[src/sysctl_params.svh]
`ifndef SYSCTL_PARAMS_SVH
`define SYSCTL_PARAMS_SVH

// Register indices; the APB byte address is four times the index.
`define TMODE_IDX 8'hf1
`define CNT1_IDX 8'hf2
`define PSC1_IDX 8'hf3
`define CNT0_IDX 8'hf4
`define PSC0_IDX 8'hf5
`define P2DIR_IDX 8'hf6
`define PRIO_IDX 8'hf9
`define IRQ_IDX 8'hfa
`define MASK_IDX 8'hfb
`define CMD_IDX 8'he0
`define STATUS_IDX 8'he1
`define P2DATA_IDX 8'he2

// Reset values.
`define TMODE_RESET 8'h00
`define P2DIR_RESET 8'hff
`define IRQ_RESET 8'h00
`define MASK_RESET 8'h00

// Field positions.
`define TMODE_LOAD0 0
`define TMODE_RUN0 1
`define TMODE_LOAD1 2
`define TMODE_RUN1 3
`define TMODE_TIN_LO 4
`define TMODE_TIN_HI 5
`define PRE_CONT 0
`define PRE_SRC_INT 1
`define PRE_MOD_LO 2
`define PRE_MOD_HI 7
`define IRQ_EDGE_B 1
`define IRQ_EDGE_A 2
`define IRQ_CNT0 4
`define IRQ_CNT1 5
`define MASK_GLOBAL 7
`define P2_WAKE_BIT 7

// Command opcodes written to the command register.
`define OP_WDT 8'h5f
`define OP_STOP 8'h6f
`define OP_HALT 8'h7f
`define OP_KEEP 8'h4f

// Vector byte addresses, one per source.
`define VEC_EDGE_B 4'h2
`define VEC_EDGE_A 4'h4
`define VEC_CNT0 4'h8
`define VEC_CNT1 4'ha

// Timing.
`define CLK_MHZ 200
`define WDT_TIMEOUT_MS 24
`define POR_TIME_MS 6
`define POR_EXTRA_CYCLES 18
`define WDT_CYCLES (`WDT_TIMEOUT_MS * 1000 * `CLK_MHZ)
`define POR_CYCLES (`POR_TIME_MS * 1000 * `CLK_MHZ + `POR_EXTRA_CYCLES)
`define WAKE_MIN_CYCLES 4

`endif

[src/sysctl_pkg.sv]
`default_nettype none
package sysctl_pkg;
   typedef enum logic [1:0] {SLEEP_RUN, SLEEP_HALT, SLEEP_STOP} sleep_t;
   typedef enum logic [1:0] {TIN_EXT_CLOCK, TIN_GATE, TIN_TRIG_ONCE, TIN_TRIG_RETRIG} tin_mode_t;
endpackage
`default_nettype wire

[src/sysctl_core.sv]
`include "sysctl_params.svh"
`default_nettype none

// Summary of operation
// - Each counter can be started, stopped, resumed, or restarted from its initial value.
// - Each counter runs single pass, halting at zero, or continuous with auto reload.
// - Prescaler modulo field divides by 1 to 64; zero means 64.
// - Counter values read without disturbing counting; prescalers are not readable.
// - Counter one clocks from processor clock over four or the external timer input.
// - Timer input acts as external clock, retriggerable, one-shot trigger, or gate.
// - Four sources: falling edges on both input pins and both counters.
// - Mask enables each request individually and all together through a global bit.
// - Priority select register picks which pending request is serviced first.
// - A grant clears global enable; core saves state and fetches a 16-bit vector.
// - Vector pairs are 2,3 edge b; 4,5 edge a; 8,9 counter zero; 10,11 counter one.
// - Pending bits latch even when masked so software can poll them.
// - HALT stops the CPU clock; counters and edge interrupts stay active.
// - An enabled interrupt ends HALT; execution continues after the HALT.
// - Reset or watchdog timeout also ends HALT, restarting from the reset address.
// - A keepalive command keeps the watchdog running during HALT.
// - STOP freezes the clock and watchdog; a long low wake pin ends it if armed.
// - Waking from STOP by the wake pin keeps the port mode registers.
// - During STOP and HALT the port two output and direction lines keep their levels.
// - Watchdog starts at its first command and only reset can disable it.
// - Watchdog command clears it; 24 ms without clear forces a 6 ms plus 18 cycle reset.
// - Counters decrement 1 to 256 per prescaler output; joint end raises the request.
module sysctl_core #(
   parameter int unsigned ADDR_W = 12,
   parameter int unsigned WDT_CYCLES = `WDT_CYCLES,
   parameter int unsigned POR_CYCLES = `POR_CYCLES,
   parameter int unsigned WAKE_MIN_CYCLES = `WAKE_MIN_CYCLES
) (
   input wire logic clk_sys,
   input wire logic rst_n,
   input wire logic psel,
   input wire logic penable,
   input wire logic pwrite,
   input wire logic [ADDR_W-1:0] paddr,
   input wire logic [31:0] pwdata,
   output logic [31:0] prdata,
   output logic pready,
   output logic pslverr,
   input wire logic timer_input_pin,
   input wire logic second_edge_irq_pin,
   input wire logic stop_wake_pin,
   input wire logic int_ack,
   output logic int_request,
   output logic [3:0] int_vector,
   output logic cpu_clock_run,
   output logic core_reset,
   output logic [7:0] port_two_out,
   output logic [7:0] port_two_oe
);
   import sysctl_pkg::*;

   // Refuse settings the counters and decoder cannot serve.
   initial begin
      if (ADDR_W < 11 || WDT_CYCLES < 2 || POR_CYCLES < 2 || WAKE_MIN_CYCLES < 1 ||
          WAKE_MIN_CYCLES > 255) begin
         $error("sysctl_core: unsupported parameter value");
      end
   end

   typedef struct packed {
      logic [31:0] rdata;
      logic ready;
      logic err;
      logic [7:0] tmode;
      logic [1:0][7:0] init;
      logic [1:0][7:0] cnt;
      logic [1:0][7:0] pre;
      logic [1:0][5:0] pcnt;
      logic [1:0] div;
      logic [7:0] oe;
      logic [7:0] port_out;
      logic [7:0] prio;
      logic [7:0] irq;
      logic [7:0] mask;
      logic tin_prev;
      logic edge_b_prev;
      sleep_t sleep;
      logic run_out;
      logic wake_armed;
      logic [7:0] wake_cnt;
      logic wdt_on;
      logic wdh_on;
      logic [31:0] wd_cnt;
      logic [31:0] hold_cnt;
      logic core_reset;
      logic int_request;
      logic [3:0] vector;
      logic [1:0] slot;
   } state_t;

   state_t q;
   state_t next_q;

   logic access;
   logic done;
   logic wr;
   logic [7:0] idx;
   logic [7:0] wbyte;
   logic hit;
   logic [7:0] rd;
   logic clk_on;
   logic int_tick;
   logic tin_fall;
   logic edge_b_fall;
   logic [1:0] src;
   logic [1:0] pre_end;
   logic [1:0] cnt_end;
   logic [1:0] load;
   logic [3:0] req;
   logic found;
   logic [1:0] win;
   logic [1:0] sl;
   logic wd_count;
   logic wd_fire;
   tin_mode_t tin_mode;

   function automatic state_t init_state();
      state_t s;
      s = '0;
      s.tmode = `TMODE_RESET;
      s.oe = ~`P2DIR_RESET;
      s.irq = `IRQ_RESET;
      s.mask = `MASK_RESET;
      s.sleep = SLEEP_RUN;
      s.run_out = 1'b1;
      s.tin_prev = 1'b1;
      s.edge_b_prev = 1'b1;
      return s;
   endfunction

   function automatic logic [3:0] vec_of(input logic [1:0] s);
      case (s)
         2'd0: vec_of = `VEC_EDGE_B;
         2'd1: vec_of = `VEC_EDGE_A;
         2'd2: vec_of = `VEC_CNT0;
         default: vec_of = `VEC_CNT1;
      endcase
   endfunction

   // Next-state logic for the bus slave, counters, interrupts, sleep and watchdog.
   always_comb begin
      next_q = q;
      access = psel && penable;
      done = access && q.ready;
      wr = done && pwrite && !q.err;
      idx = paddr[9:2];
      wbyte = pwdata[7:0];
      tin_mode = tin_mode_t'(q.tmode[`TMODE_TIN_HI:`TMODE_TIN_LO]);
      clk_on = (q.sleep != SLEEP_STOP);
      tin_fall = q.tin_prev && !timer_input_pin;
      edge_b_fall = q.edge_b_prev && !second_edge_irq_pin;
      hit = 1'b1;
      rd = 8'h00;

      // Register decode; a read never alters a counter.
      case (idx)
         `TMODE_IDX: rd = q.tmode;
         `CNT1_IDX: rd = q.cnt[1];
         `CNT0_IDX: rd = q.cnt[0];
         `IRQ_IDX: rd = q.irq;
         `MASK_IDX: rd = q.mask;
         `STATUS_IDX: rd = {3'b000, q.wdh_on, q.wdt_on, q.wake_armed, q.sleep};
         `P2DATA_IDX: rd = q.port_out;
         `PSC1_IDX, `PSC0_IDX, `P2DIR_IDX, `PRIO_IDX, `CMD_IDX: rd = 8'h00;
         default: hit = 1'b0;
      endcase
      if (paddr[1:0] != 2'b00 || paddr[ADDR_W-1:10] != '0) begin
         hit = 1'b0;
      end

      // APB answer one cycle after the access phase opens.
      next_q.ready = access && !q.ready;
      if (access && !q.ready) begin
         next_q.rdata = {24'h00_0000, rd};
         next_q.err = !hit;
      end else begin
         next_q.err = 1'b0;
      end

      next_q.tin_prev = timer_input_pin;
      next_q.edge_b_prev = second_edge_irq_pin;

      // Processor clock over four; frozen in STOP.
      next_q.div = clk_on ? q.div + 2'd1 : q.div;
      int_tick = clk_on && (q.div == 2'd3);

      // Counter clock sources and trigger starts.
      load = 2'b00;
      src[0] = int_tick;
      src[1] = int_tick;
      if (!q.pre[1][`PRE_SRC_INT]) begin
         case (tin_mode)
            TIN_EXT_CLOCK: src[1] = clk_on && tin_fall;
            TIN_GATE: src[1] = int_tick && timer_input_pin;
            TIN_TRIG_ONCE: load[1] = clk_on && tin_fall && !q.tmode[`TMODE_RUN1];
            TIN_TRIG_RETRIG: load[1] = clk_on && tin_fall;
            default: src[1] = int_tick;
         endcase
      end
      if (load[1]) begin
         next_q.tmode[`TMODE_RUN1] = 1'b1;
      end

      // Register writes; load bits act once and are not stored.
      if (wr) begin
         case (idx)
            `TMODE_IDX: begin
               next_q.tmode = wbyte & ~8'h05;
               load[0] = wbyte[`TMODE_LOAD0];
               load[1] = load[1] | wbyte[`TMODE_LOAD1];
            end
            `CNT1_IDX: next_q.init[1] = wbyte;
            `CNT0_IDX: next_q.init[0] = wbyte;
            `PSC1_IDX: next_q.pre[1] = wbyte;
            `PSC0_IDX: next_q.pre[0] = {wbyte[7:2], 1'b0, wbyte[0]};
            `P2DIR_IDX: next_q.oe = ~wbyte;
            `PRIO_IDX: next_q.prio = wbyte;
            `MASK_IDX: next_q.mask = wbyte;
            `IRQ_IDX: next_q.irq = {2'b00, wbyte[5:0]};
            `P2DATA_IDX: next_q.port_out = wbyte;
            default: next_q.tmode = next_q.tmode;
         endcase
      end

      // Prescalers and counters; zero in either means a full 64 or 256 count.
      pre_end = 2'b00;
      cnt_end = 2'b00;
      for (int t = 0; t < 2; t++) begin
         if (load[t]) begin
            next_q.cnt[t] = q.init[t];
            next_q.pcnt[t] = q.pre[t][`PRE_MOD_HI:`PRE_MOD_LO];
         end else if (src[t] && q.tmode[2*t+1]) begin
            pre_end[t] = (q.pcnt[t] == 6'd1);
            next_q.pcnt[t] = pre_end[t] ? q.pre[t][`PRE_MOD_HI:`PRE_MOD_LO] : q.pcnt[t] - 6'd1;
            if (pre_end[t]) begin
               cnt_end[t] = (q.cnt[t] == 8'd1);
               next_q.cnt[t] = q.cnt[t] - 8'd1;
               if (cnt_end[t] && q.pre[t][`PRE_CONT]) begin
                  next_q.cnt[t] = q.init[t];
               end else if (cnt_end[t]) begin
                  next_q.tmode[2*t+1] = 1'b0;
               end
            end
         end
      end

      // Priority pick among unmasked requests, rotated by the priority select.
      req = {q.irq[`IRQ_CNT1], q.irq[`IRQ_CNT0], q.irq[`IRQ_EDGE_A], q.irq[`IRQ_EDGE_B]} &
            {q.mask[`IRQ_CNT1], q.mask[`IRQ_CNT0], q.mask[`IRQ_EDGE_A], q.mask[`IRQ_EDGE_B]} &
            {4{q.mask[`MASK_GLOBAL]}};
      found = 1'b0;
      win = 2'd0;
      for (int k = 0; k < 4; k++) begin
         sl = q.prio[1:0] + 2'(k);
         if (!found && req[sl]) begin
            found = 1'b1;
            win = sl;
         end
      end
      next_q.int_request = found && (q.sleep != SLEEP_STOP) && !int_ack;
      next_q.slot = win;
      next_q.vector = vec_of(win);

      // Grant: drop the serviced bit and the global enable.
      if (int_ack && q.int_request) begin
         next_q.mask[`MASK_GLOBAL] = 1'b0;
         case (q.slot)
            2'd0: next_q.irq[`IRQ_EDGE_B] = 1'b0;
            2'd1: next_q.irq[`IRQ_EDGE_A] = 1'b0;
            2'd2: next_q.irq[`IRQ_CNT0] = 1'b0;
            default: next_q.irq[`IRQ_CNT1] = 1'b0;
         endcase
      end

      // Events set pending bits after any clear, whatever the mask.
      if (edge_b_fall) next_q.irq[`IRQ_EDGE_B] = 1'b1;
      if (tin_fall) next_q.irq[`IRQ_EDGE_A] = 1'b1;
      if (cnt_end[0]) next_q.irq[`IRQ_CNT0] = 1'b1;
      if (cnt_end[1]) next_q.irq[`IRQ_CNT1] = 1'b1;

      // Sleep control. The core flushes its pipeline before issuing these commands.
      case (q.sleep)
         SLEEP_RUN: begin
            if (wr && idx == `CMD_IDX && wbyte == `OP_HALT) begin
               next_q.sleep = SLEEP_HALT;
            end else if (wr && idx == `CMD_IDX && wbyte == `OP_STOP) begin
               next_q.sleep = SLEEP_STOP;
               next_q.wake_armed = !q.oe[`P2_WAKE_BIT];
               next_q.wake_cnt = 8'd0;
            end
         end
         SLEEP_HALT: begin
            if (found) begin
               next_q.sleep = SLEEP_RUN;
            end
         end
         SLEEP_STOP: begin
            if (!q.wake_armed || stop_wake_pin) begin
               next_q.wake_cnt = 8'd0;
            end else if (q.wake_cnt == 8'(WAKE_MIN_CYCLES - 1)) begin
               next_q.sleep = SLEEP_RUN;
               next_q.hold_cnt = 32'd1;
            end else begin
               next_q.wake_cnt = q.wake_cnt + 8'd1;
            end
         end
         default: next_q.sleep = SLEEP_RUN;
      endcase

      // Watchdog: started and cleared by its command, silent in STOP.
      if (wr && idx == `CMD_IDX && wbyte == `OP_WDT) begin
         next_q.wdt_on = 1'b1;
         next_q.wd_cnt = 32'd0;
      end else if (wr && idx == `CMD_IDX && wbyte == `OP_KEEP) begin
         next_q.wdh_on = 1'b1;
      end
      wd_count = q.wdt_on && (q.sleep == SLEEP_RUN || (q.sleep == SLEEP_HALT && q.wdh_on));
      wd_fire = wd_count && (q.wd_cnt == WDT_CYCLES - 1);
      if (wd_count && !(wr && idx == `CMD_IDX && wbyte == `OP_WDT)) begin
         next_q.wd_cnt = q.wd_cnt + 32'd1;
      end

      // Reset hold toward the core.
      if (q.hold_cnt != 32'd0) begin
         next_q.hold_cnt = next_q.hold_cnt - 32'd1;
      end
      if (wd_fire) begin
         next_q = init_state();
         next_q.hold_cnt = POR_CYCLES;
      end
      next_q.core_reset = (next_q.hold_cnt != 32'd0);
      next_q.run_out = (next_q.sleep == SLEEP_RUN);
   end

   // State register.
   always_ff @(posedge clk_sys) begin
      if (!rst_n) begin
         q <= init_state();
      end else begin
         q <= next_q;
      end
   end

   // Outputs come from the state register.
   assign prdata = q.rdata;
   assign pready = q.ready;
   assign pslverr = q.err;
   assign int_request = q.int_request;
   assign int_vector = q.vector;
   assign cpu_clock_run = q.run_out;
   assign core_reset = q.core_reset;
   assign port_two_out = q.port_out;
   assign port_two_oe = q.oe;
endmodule
`default_nettype wire

[config.mk]
export PLATFORM = sky130hd
export DESIGN_NAME = sysctl_core
export DESIGN_NICKNAME = d
export VERILOG_FILES = /design/src/sysctl_pkg.sv /design/src/sysctl_core.sv
export VERILOG_INCLUDE_DIRS = /design/src /design/src/src
export SDC_FILE = /design/constraint.sdc
export NUM_CORES = 1
export LEC_CHECK = 0
export BUFFER_PORTS_ARGS = -buffer_cell sky130_fd_sc_hd__buf_2
export CAP_MARGIN = 20
export CORE_MARGIN = 2
export CORE_UTILIZATION = 45
export CTS_CLUSTER_SIZE = 30
export DETAILED_ROUTE_END_ITERATION = 10
export GPL_TIMING_DRIVEN = 1
export PLACE_DENSITY = 0.65
export SLEW_MARGIN = 20
export SYNTH_ARGS = -nofsm -noshare
export SYNTH_HDL_FRONTEND = slang
export SYNTH_SLANG_ARGS = --single-unit
[constraint.sdc]
create_clock -name clk_sys -period 3.3 [get_ports clk_sys]
set_clock_uncertainty 0.05 [all_clocks]
set_input_delay 0.33 -clock clk_sys [delete_from_list [all_inputs] [get_ports clk_sys]]
set_output_delay 0.33 -clock clk_sys [all_outputs]
set_load 0.005 [all_outputs]
======== After elaboration in Yosys (flattened, before gate mapping) ========
Cells that the tools add are included.
cells by class
  $add $sub $neg .......................... 11
  magnitude comparators ................... 4
  equality and inequality tests ........... 36
  multiplexer cells ....................... 96
  bitwise operators ....................... 8
  reduce and logical (&&, ||, !) cells .... 81
operators with widths
  cell                     number
  $mux W32                 6
  $mux W8                  13
  $eq A8 B8 Y1 const B     12
  $mux W86                 1
  $reduce_bool A32 Y1      2
  $pmux W8 S7              1
  $mux W6                  7
  $mux W1                  41
  $add A32 B1 Y32 const B  1
  $eq A32 B23 Y1 const B   1
  $eq A8 B7 Y1 const B     4
  $sub A32 B1 Y32 const B  1
  $logic_and A1 B1 Y1      30
  $mux W2                  13
  $reduce_and A2 Y1        13
  $mux W20                 1
  $mux W9                  2
  $eq A8 B1 Y1 const B     2
  $pmux W8 S2              1
  $reduce_bool A2 Y1       8
  $sub A8 B1 Y8 const B    2
  $mux W14                 1
  $logic_not A1 Y1         13
  $eq A2 B2 Y1 const B     6
  26 further kinds         54
word-level totals
  flip-flop bits (word level) ............. 197
  output and inout bits ................... 57

======== Logic depth before layout (Yosys ltp) ========
  depth in word-level cells ............... 18
  depth in mapped cells ................... 15
  depth with buffers taken out ............ 12

======== Worst setup path after synthesis ========
OpenSTA, ideal clock, no wires.
  path kind ............................... register to register
  start ................................... reg q[74] (netlist name)
  end ..................................... reg q, in the netlist core_reset
  library setup time ...................... 0.125 ns
  data arrival time ....................... 3.188 ns
  data required time ...................... 3.125 ns
  slack ................................... -0.063 ns
  cell stages (with the launch flop) ...... 15
  path buffers ............................ 2
  cells stage by stage .................... dfxtp_1 > ha_1 > nor2b_1 > nand4b_2 > clkbuf_8 > clkbuf_1 > nand2_1 > ha_1 > inv_1 > or3_2 > a32oi_1 > nand2_1 > nor4_2 > nand3_1 > o41a_1
on the way
  word-level cells in the longest chain between the ends .. 8
RTL lines
  element                   line                text
  start: declaration        sysctl_core.sv:95   state_t q;
  start signal: assignment  sysctl_core.sv:342  q <= init_state();
  start signal: assignment  sysctl_core.sv:344  q <= next_q;
  $eq A8 B2 Y1 *            sysctl_core.sv:304  end else if (q.wake_cnt == 8'(WAKE_MIN_CYCLES - 1)) begin
  $mux W32 *                sysctl_core.sv:304
  $mux W32 *                sysctl_core.sv:302  if (!q.wake_armed || stop_wake_pin) begin
  $mux W32 *                sysctl_core.sv:286  case (q.sleep)
  $sub A32 B1 Y32           sysctl_core.sv:329  next_q.hold_cnt = next_q.hold_cnt - 32'd1;
  $mux W32 *                sysctl_core.sv:328  if (q.hold_cnt != 32'd0) begin
  $mux W86 *                sysctl_core.sv:331  if (wd_fire) begin
  $reduce_bool A32 Y1 *     sysctl_core.sv:335  next_q.core_reset = (next_q.hold_cnt != 32'd0);
Mark *: on every way between the ends. The rest lies on a longest branch, timed or not.
A chain may end at the register's enable or synchronous reset.

======== Final worst setup path ========
Ends and elaborated chain as after synthesis.

==> reports/results.ini <==
[layout]
multi_input_area_um2=5500
drive_gt1_share_pct=13.0
area_delta_synth_final_pct=10.4
layout_commonest_cell=nor2_1
fin_nets=1366
utilization_pct=50.6
diodes=0
stdcell_area_um2=11100
num-fill-cells=2143
seqCellArea_um2=3920
final_cell_mix=217 x nor2_1, 196 x dfxtp_1, 117 x nand2_1

[cts]
cts-root-buf=clkbuf_16
cts_setup_buffers=0
cts-htree-levels=4
cts_made_buffers=17
cts_tree=yes
clk_latency_ns=0.44
cts_sinks=196
cts.reportedPaths.clkPinSlew_ns=0.07
clockBufferDepth=2

[power_and_ir_drop]
p_sw_uw=2430
swShare_pct=35.3
clockPowerShare_pct=29.8
irDropWorstVdd_uv=348
p_leak_uw=0.00435
internal-power_uw=4450
pwr-share-seq_pct=38.9
power_density_nw_per_um2=621
fin_total_pwr_uw=6880
combPwrFrac_pct=31.3

[critical_path]
crit_arrival_ns=3.36
max_stage_delay_ns=0.47
crit_top_cell=ha_1
critPathLaunchType=flop
crit_chain=ha_1, nor2b_2, and4b_1, nor2_2, ha_1, inv_1, or3_2, a32oi_1, nand2_1, nor4_2, nand3_1, o41a_1
endpoint_kind=flop
r2r_slack_ns=0.21
critPathKind=flop to flop
path_max_fanout=4
cp.required_ns=3.57
slowest_stage=or3_2

[synthesis]
syn_avg_cell_area_um2=7.95
synth_area_um2=10000
synth_seq_cells=196
synthCells=1263
ys.flop_type=dfxtp_1
yosysSeqAreaShare_pct=39.1
synthArstFlopShare_pct=0
synth_edf_count=0
synth_cell_types=83
synth_warnings=0

[global_route]
grt_antenna_before_repair=0
top_usage_layer=met2
grt_util_met3_pct=4.20
track_usage_pct=22.5
grt_pass1_wl_mm=43.1
gr-usage-met1_pct=33.1
use_met2_pct=34.0
overflow=0
grt_pass1_vias=8140
grt_max_degree=46

[placed_design]
place_area_um2=10500
dp_hpwl_mm=18.8
place.port_buffers=60
place_congestion=0.916
preCtsSetupSlack_ns=0.183

[sta]
drv_slew=0
tns_ns=0
final-setup-viol-count=0
hold_viol_final=0
period_minus_slack_ns=3.09
rsz0062_at_grt=false
setup_slack_ns=0.212
period_share_pct=93.6
max_clock_freq_ghz=0.324
tightest_slew_ns=0.945
worst_slew_margin_rel_pct=36.8

[detailed_routing]
wire_per_inst_um=16.6
ant_nets=0
dr.pass1.iters=8
first_iter_violations=903
drc=0
viasPerCell=5.67
num_vias=9028
wirelength_mm=26.4

[die]
design.core.area_um2=21900
start_util_pct=45.9
die_h_um=153
io_pins=110
die-area_um2=23500
die_x_um=153
rows=54

[status]
outcome=finished clean

[hold_path]
min_path_type=primary input to flop

[run]
max_cap_viol_count=0

per-stage QoR:
stage | hold WS [ns] | instances
after floorplan | 0.359 | 1287
after global placement | 0.393 | 1559
after detailed placement | 0.398 | 1559
after CTS | 0.0536 | 1591
after global routing | 0.0406 | 1591
final | 0.0562 | 1591
flip-flops by register name, indices dropped and copies added (netlist names):
register / cells
core_reset: 1
cpu_clock_run: 1
pready: 1
port_two_oe: 8
prdata: 8
port_two_out: 8
q: 164
int_vector: 3
pslverr: 1
int_request: 1
area by class of cell:
| class | count | area share (%) |
|---|---|---|
| well taps | 280 | 3.16 |
| multi-input cells | 958 | 49.6 |
| inverters | 20 | 0.677 |
| flip-flops and latches | 196 | 35.4 |
| clock buffers | 18 | 3.96 |
| repair buffers | 105 | 5.98 |
| clock inverters | 14 | 1.20 |
path summary, 6_finish.rpt:
kind / end / startpoint / depth (start not counted)
max: core_reset$_SDFF_PN0_ / q[74]$_SDFFE_PP0P_ / 12
min: q[86]$_SDFF_PP1_ / second_edge_irq_pin / 2
max reg2reg: core_reset$_SDFF_PN0_ / q[74]$_SDFFE_PP0P_ / 12
min reg2reg: q[144]$_SDFFE_PP0P_ / q[144]$_SDFFE_PP0P_ / 2
synthesized netlist by cell type (3+ instances only):
cell / n / area, um^2
a211oi_1: 8 / 60.1
a21oi_1: 101 / 505
a221o_1: 4 / 40.0
a222oi_1: 9 / 90.1
a22o_1: 3 / 26.3
a22oi_1: 10 / 75.1
a2bb2oi_1: 4 / 35.0
a31oi_1: 11 / 68.8
a41oi_1: 4 / 35.0
and2_1: 17 / 106
and3_1: 23 / 144
and4_1: 4 / 35.0
buf_2: 6 / 30.0
buf_4: 53 / 398
clkbuf_1: 49 / 184
dfxtp_1: 196 / 3920
ha_1: 15 / 188
inv_1: 19 / 71.3
mux2i_1: 39 / 390
nand2_1: 119 / 447
nand2b_1: 15 / 93.8
nand3_1: 58 / 290
nand3b_1: 7 / 52.6
nand4_1: 13 / 81.3
nor2_1: 218 / 818
nor2b_1: 7 / 43.8
nor3_1: 31 / 155
nor3b_1: 5 / 37.5
nor4_1: 12 / 75.1
nor4b_1: 5 / 43.8
o211ai_1: 5 / 37.5
o21a_1: 4 / 30.0
o21ai_0: 56 / 280
o22ai_1: 10 / 62.6
o41ai_1: 3 / 26.3
or2_2: 4 / 25.0
or3_1: 6 / 37.5
or4_1: 3 / 22.5
xnor2_1: 24 / 210
xor2_1: 24 / 210
what timing repair did:
| action | CTS | global route |
|---|---|---|
| endpoints found under the setup margin | 0 | 1 |
| hold buffers | 0 | 0 |
| gates resized for setup | 0 | 2 |
power groups by stage:
stage	Sequential, uW	Combinational, uW	Clock, uW
2_1_floorplan	2670	1630	0
3_3_place_gp	2720	2100	0
3_5_place_dp	2720	2110	0
4_1_cts	2670	2130	2080
5_1_grt	2700	2420	2170
6_report	2680	2150	2050
logic make-up (layout without fill, tap and decap cells):
logic type	count (synthesis)	in the layout	share of synthesized area (%)
compound gates	260	260	16.1
xor+xnor	48	48	4.19
fa+ha+maj	15	15	1.87
buf+inv	133	157	7.30
flops	196	196	39.1
mux	40	40	4.00
other cells	1	25	0.0373
simple gates	570	570	27.4
critical path: cells and delay by family (launching register included):
family / cells / cell delay, ns
AOI/OAI and AO/OA: 2 / 0.66
DFF: 1 / 0.33
and+or+nand+nor: 7 / 1.44
buffers and inverters: 1 / 0.09
adders and majority gates: 2 / 0.42
metal layers:
layer | part of all wire [%] | vias to the layer above | wire [um]
li1 | - | 4449 | -
met1 | 48 | 4227 | 12600
met2 | 44 | 316 | 11600
met3 | 6.7 | 36 | 1760
met4 | 1.9 | 0 | 491
met5 | 0 | - | 0
Power figures use the tool's default switching activity.
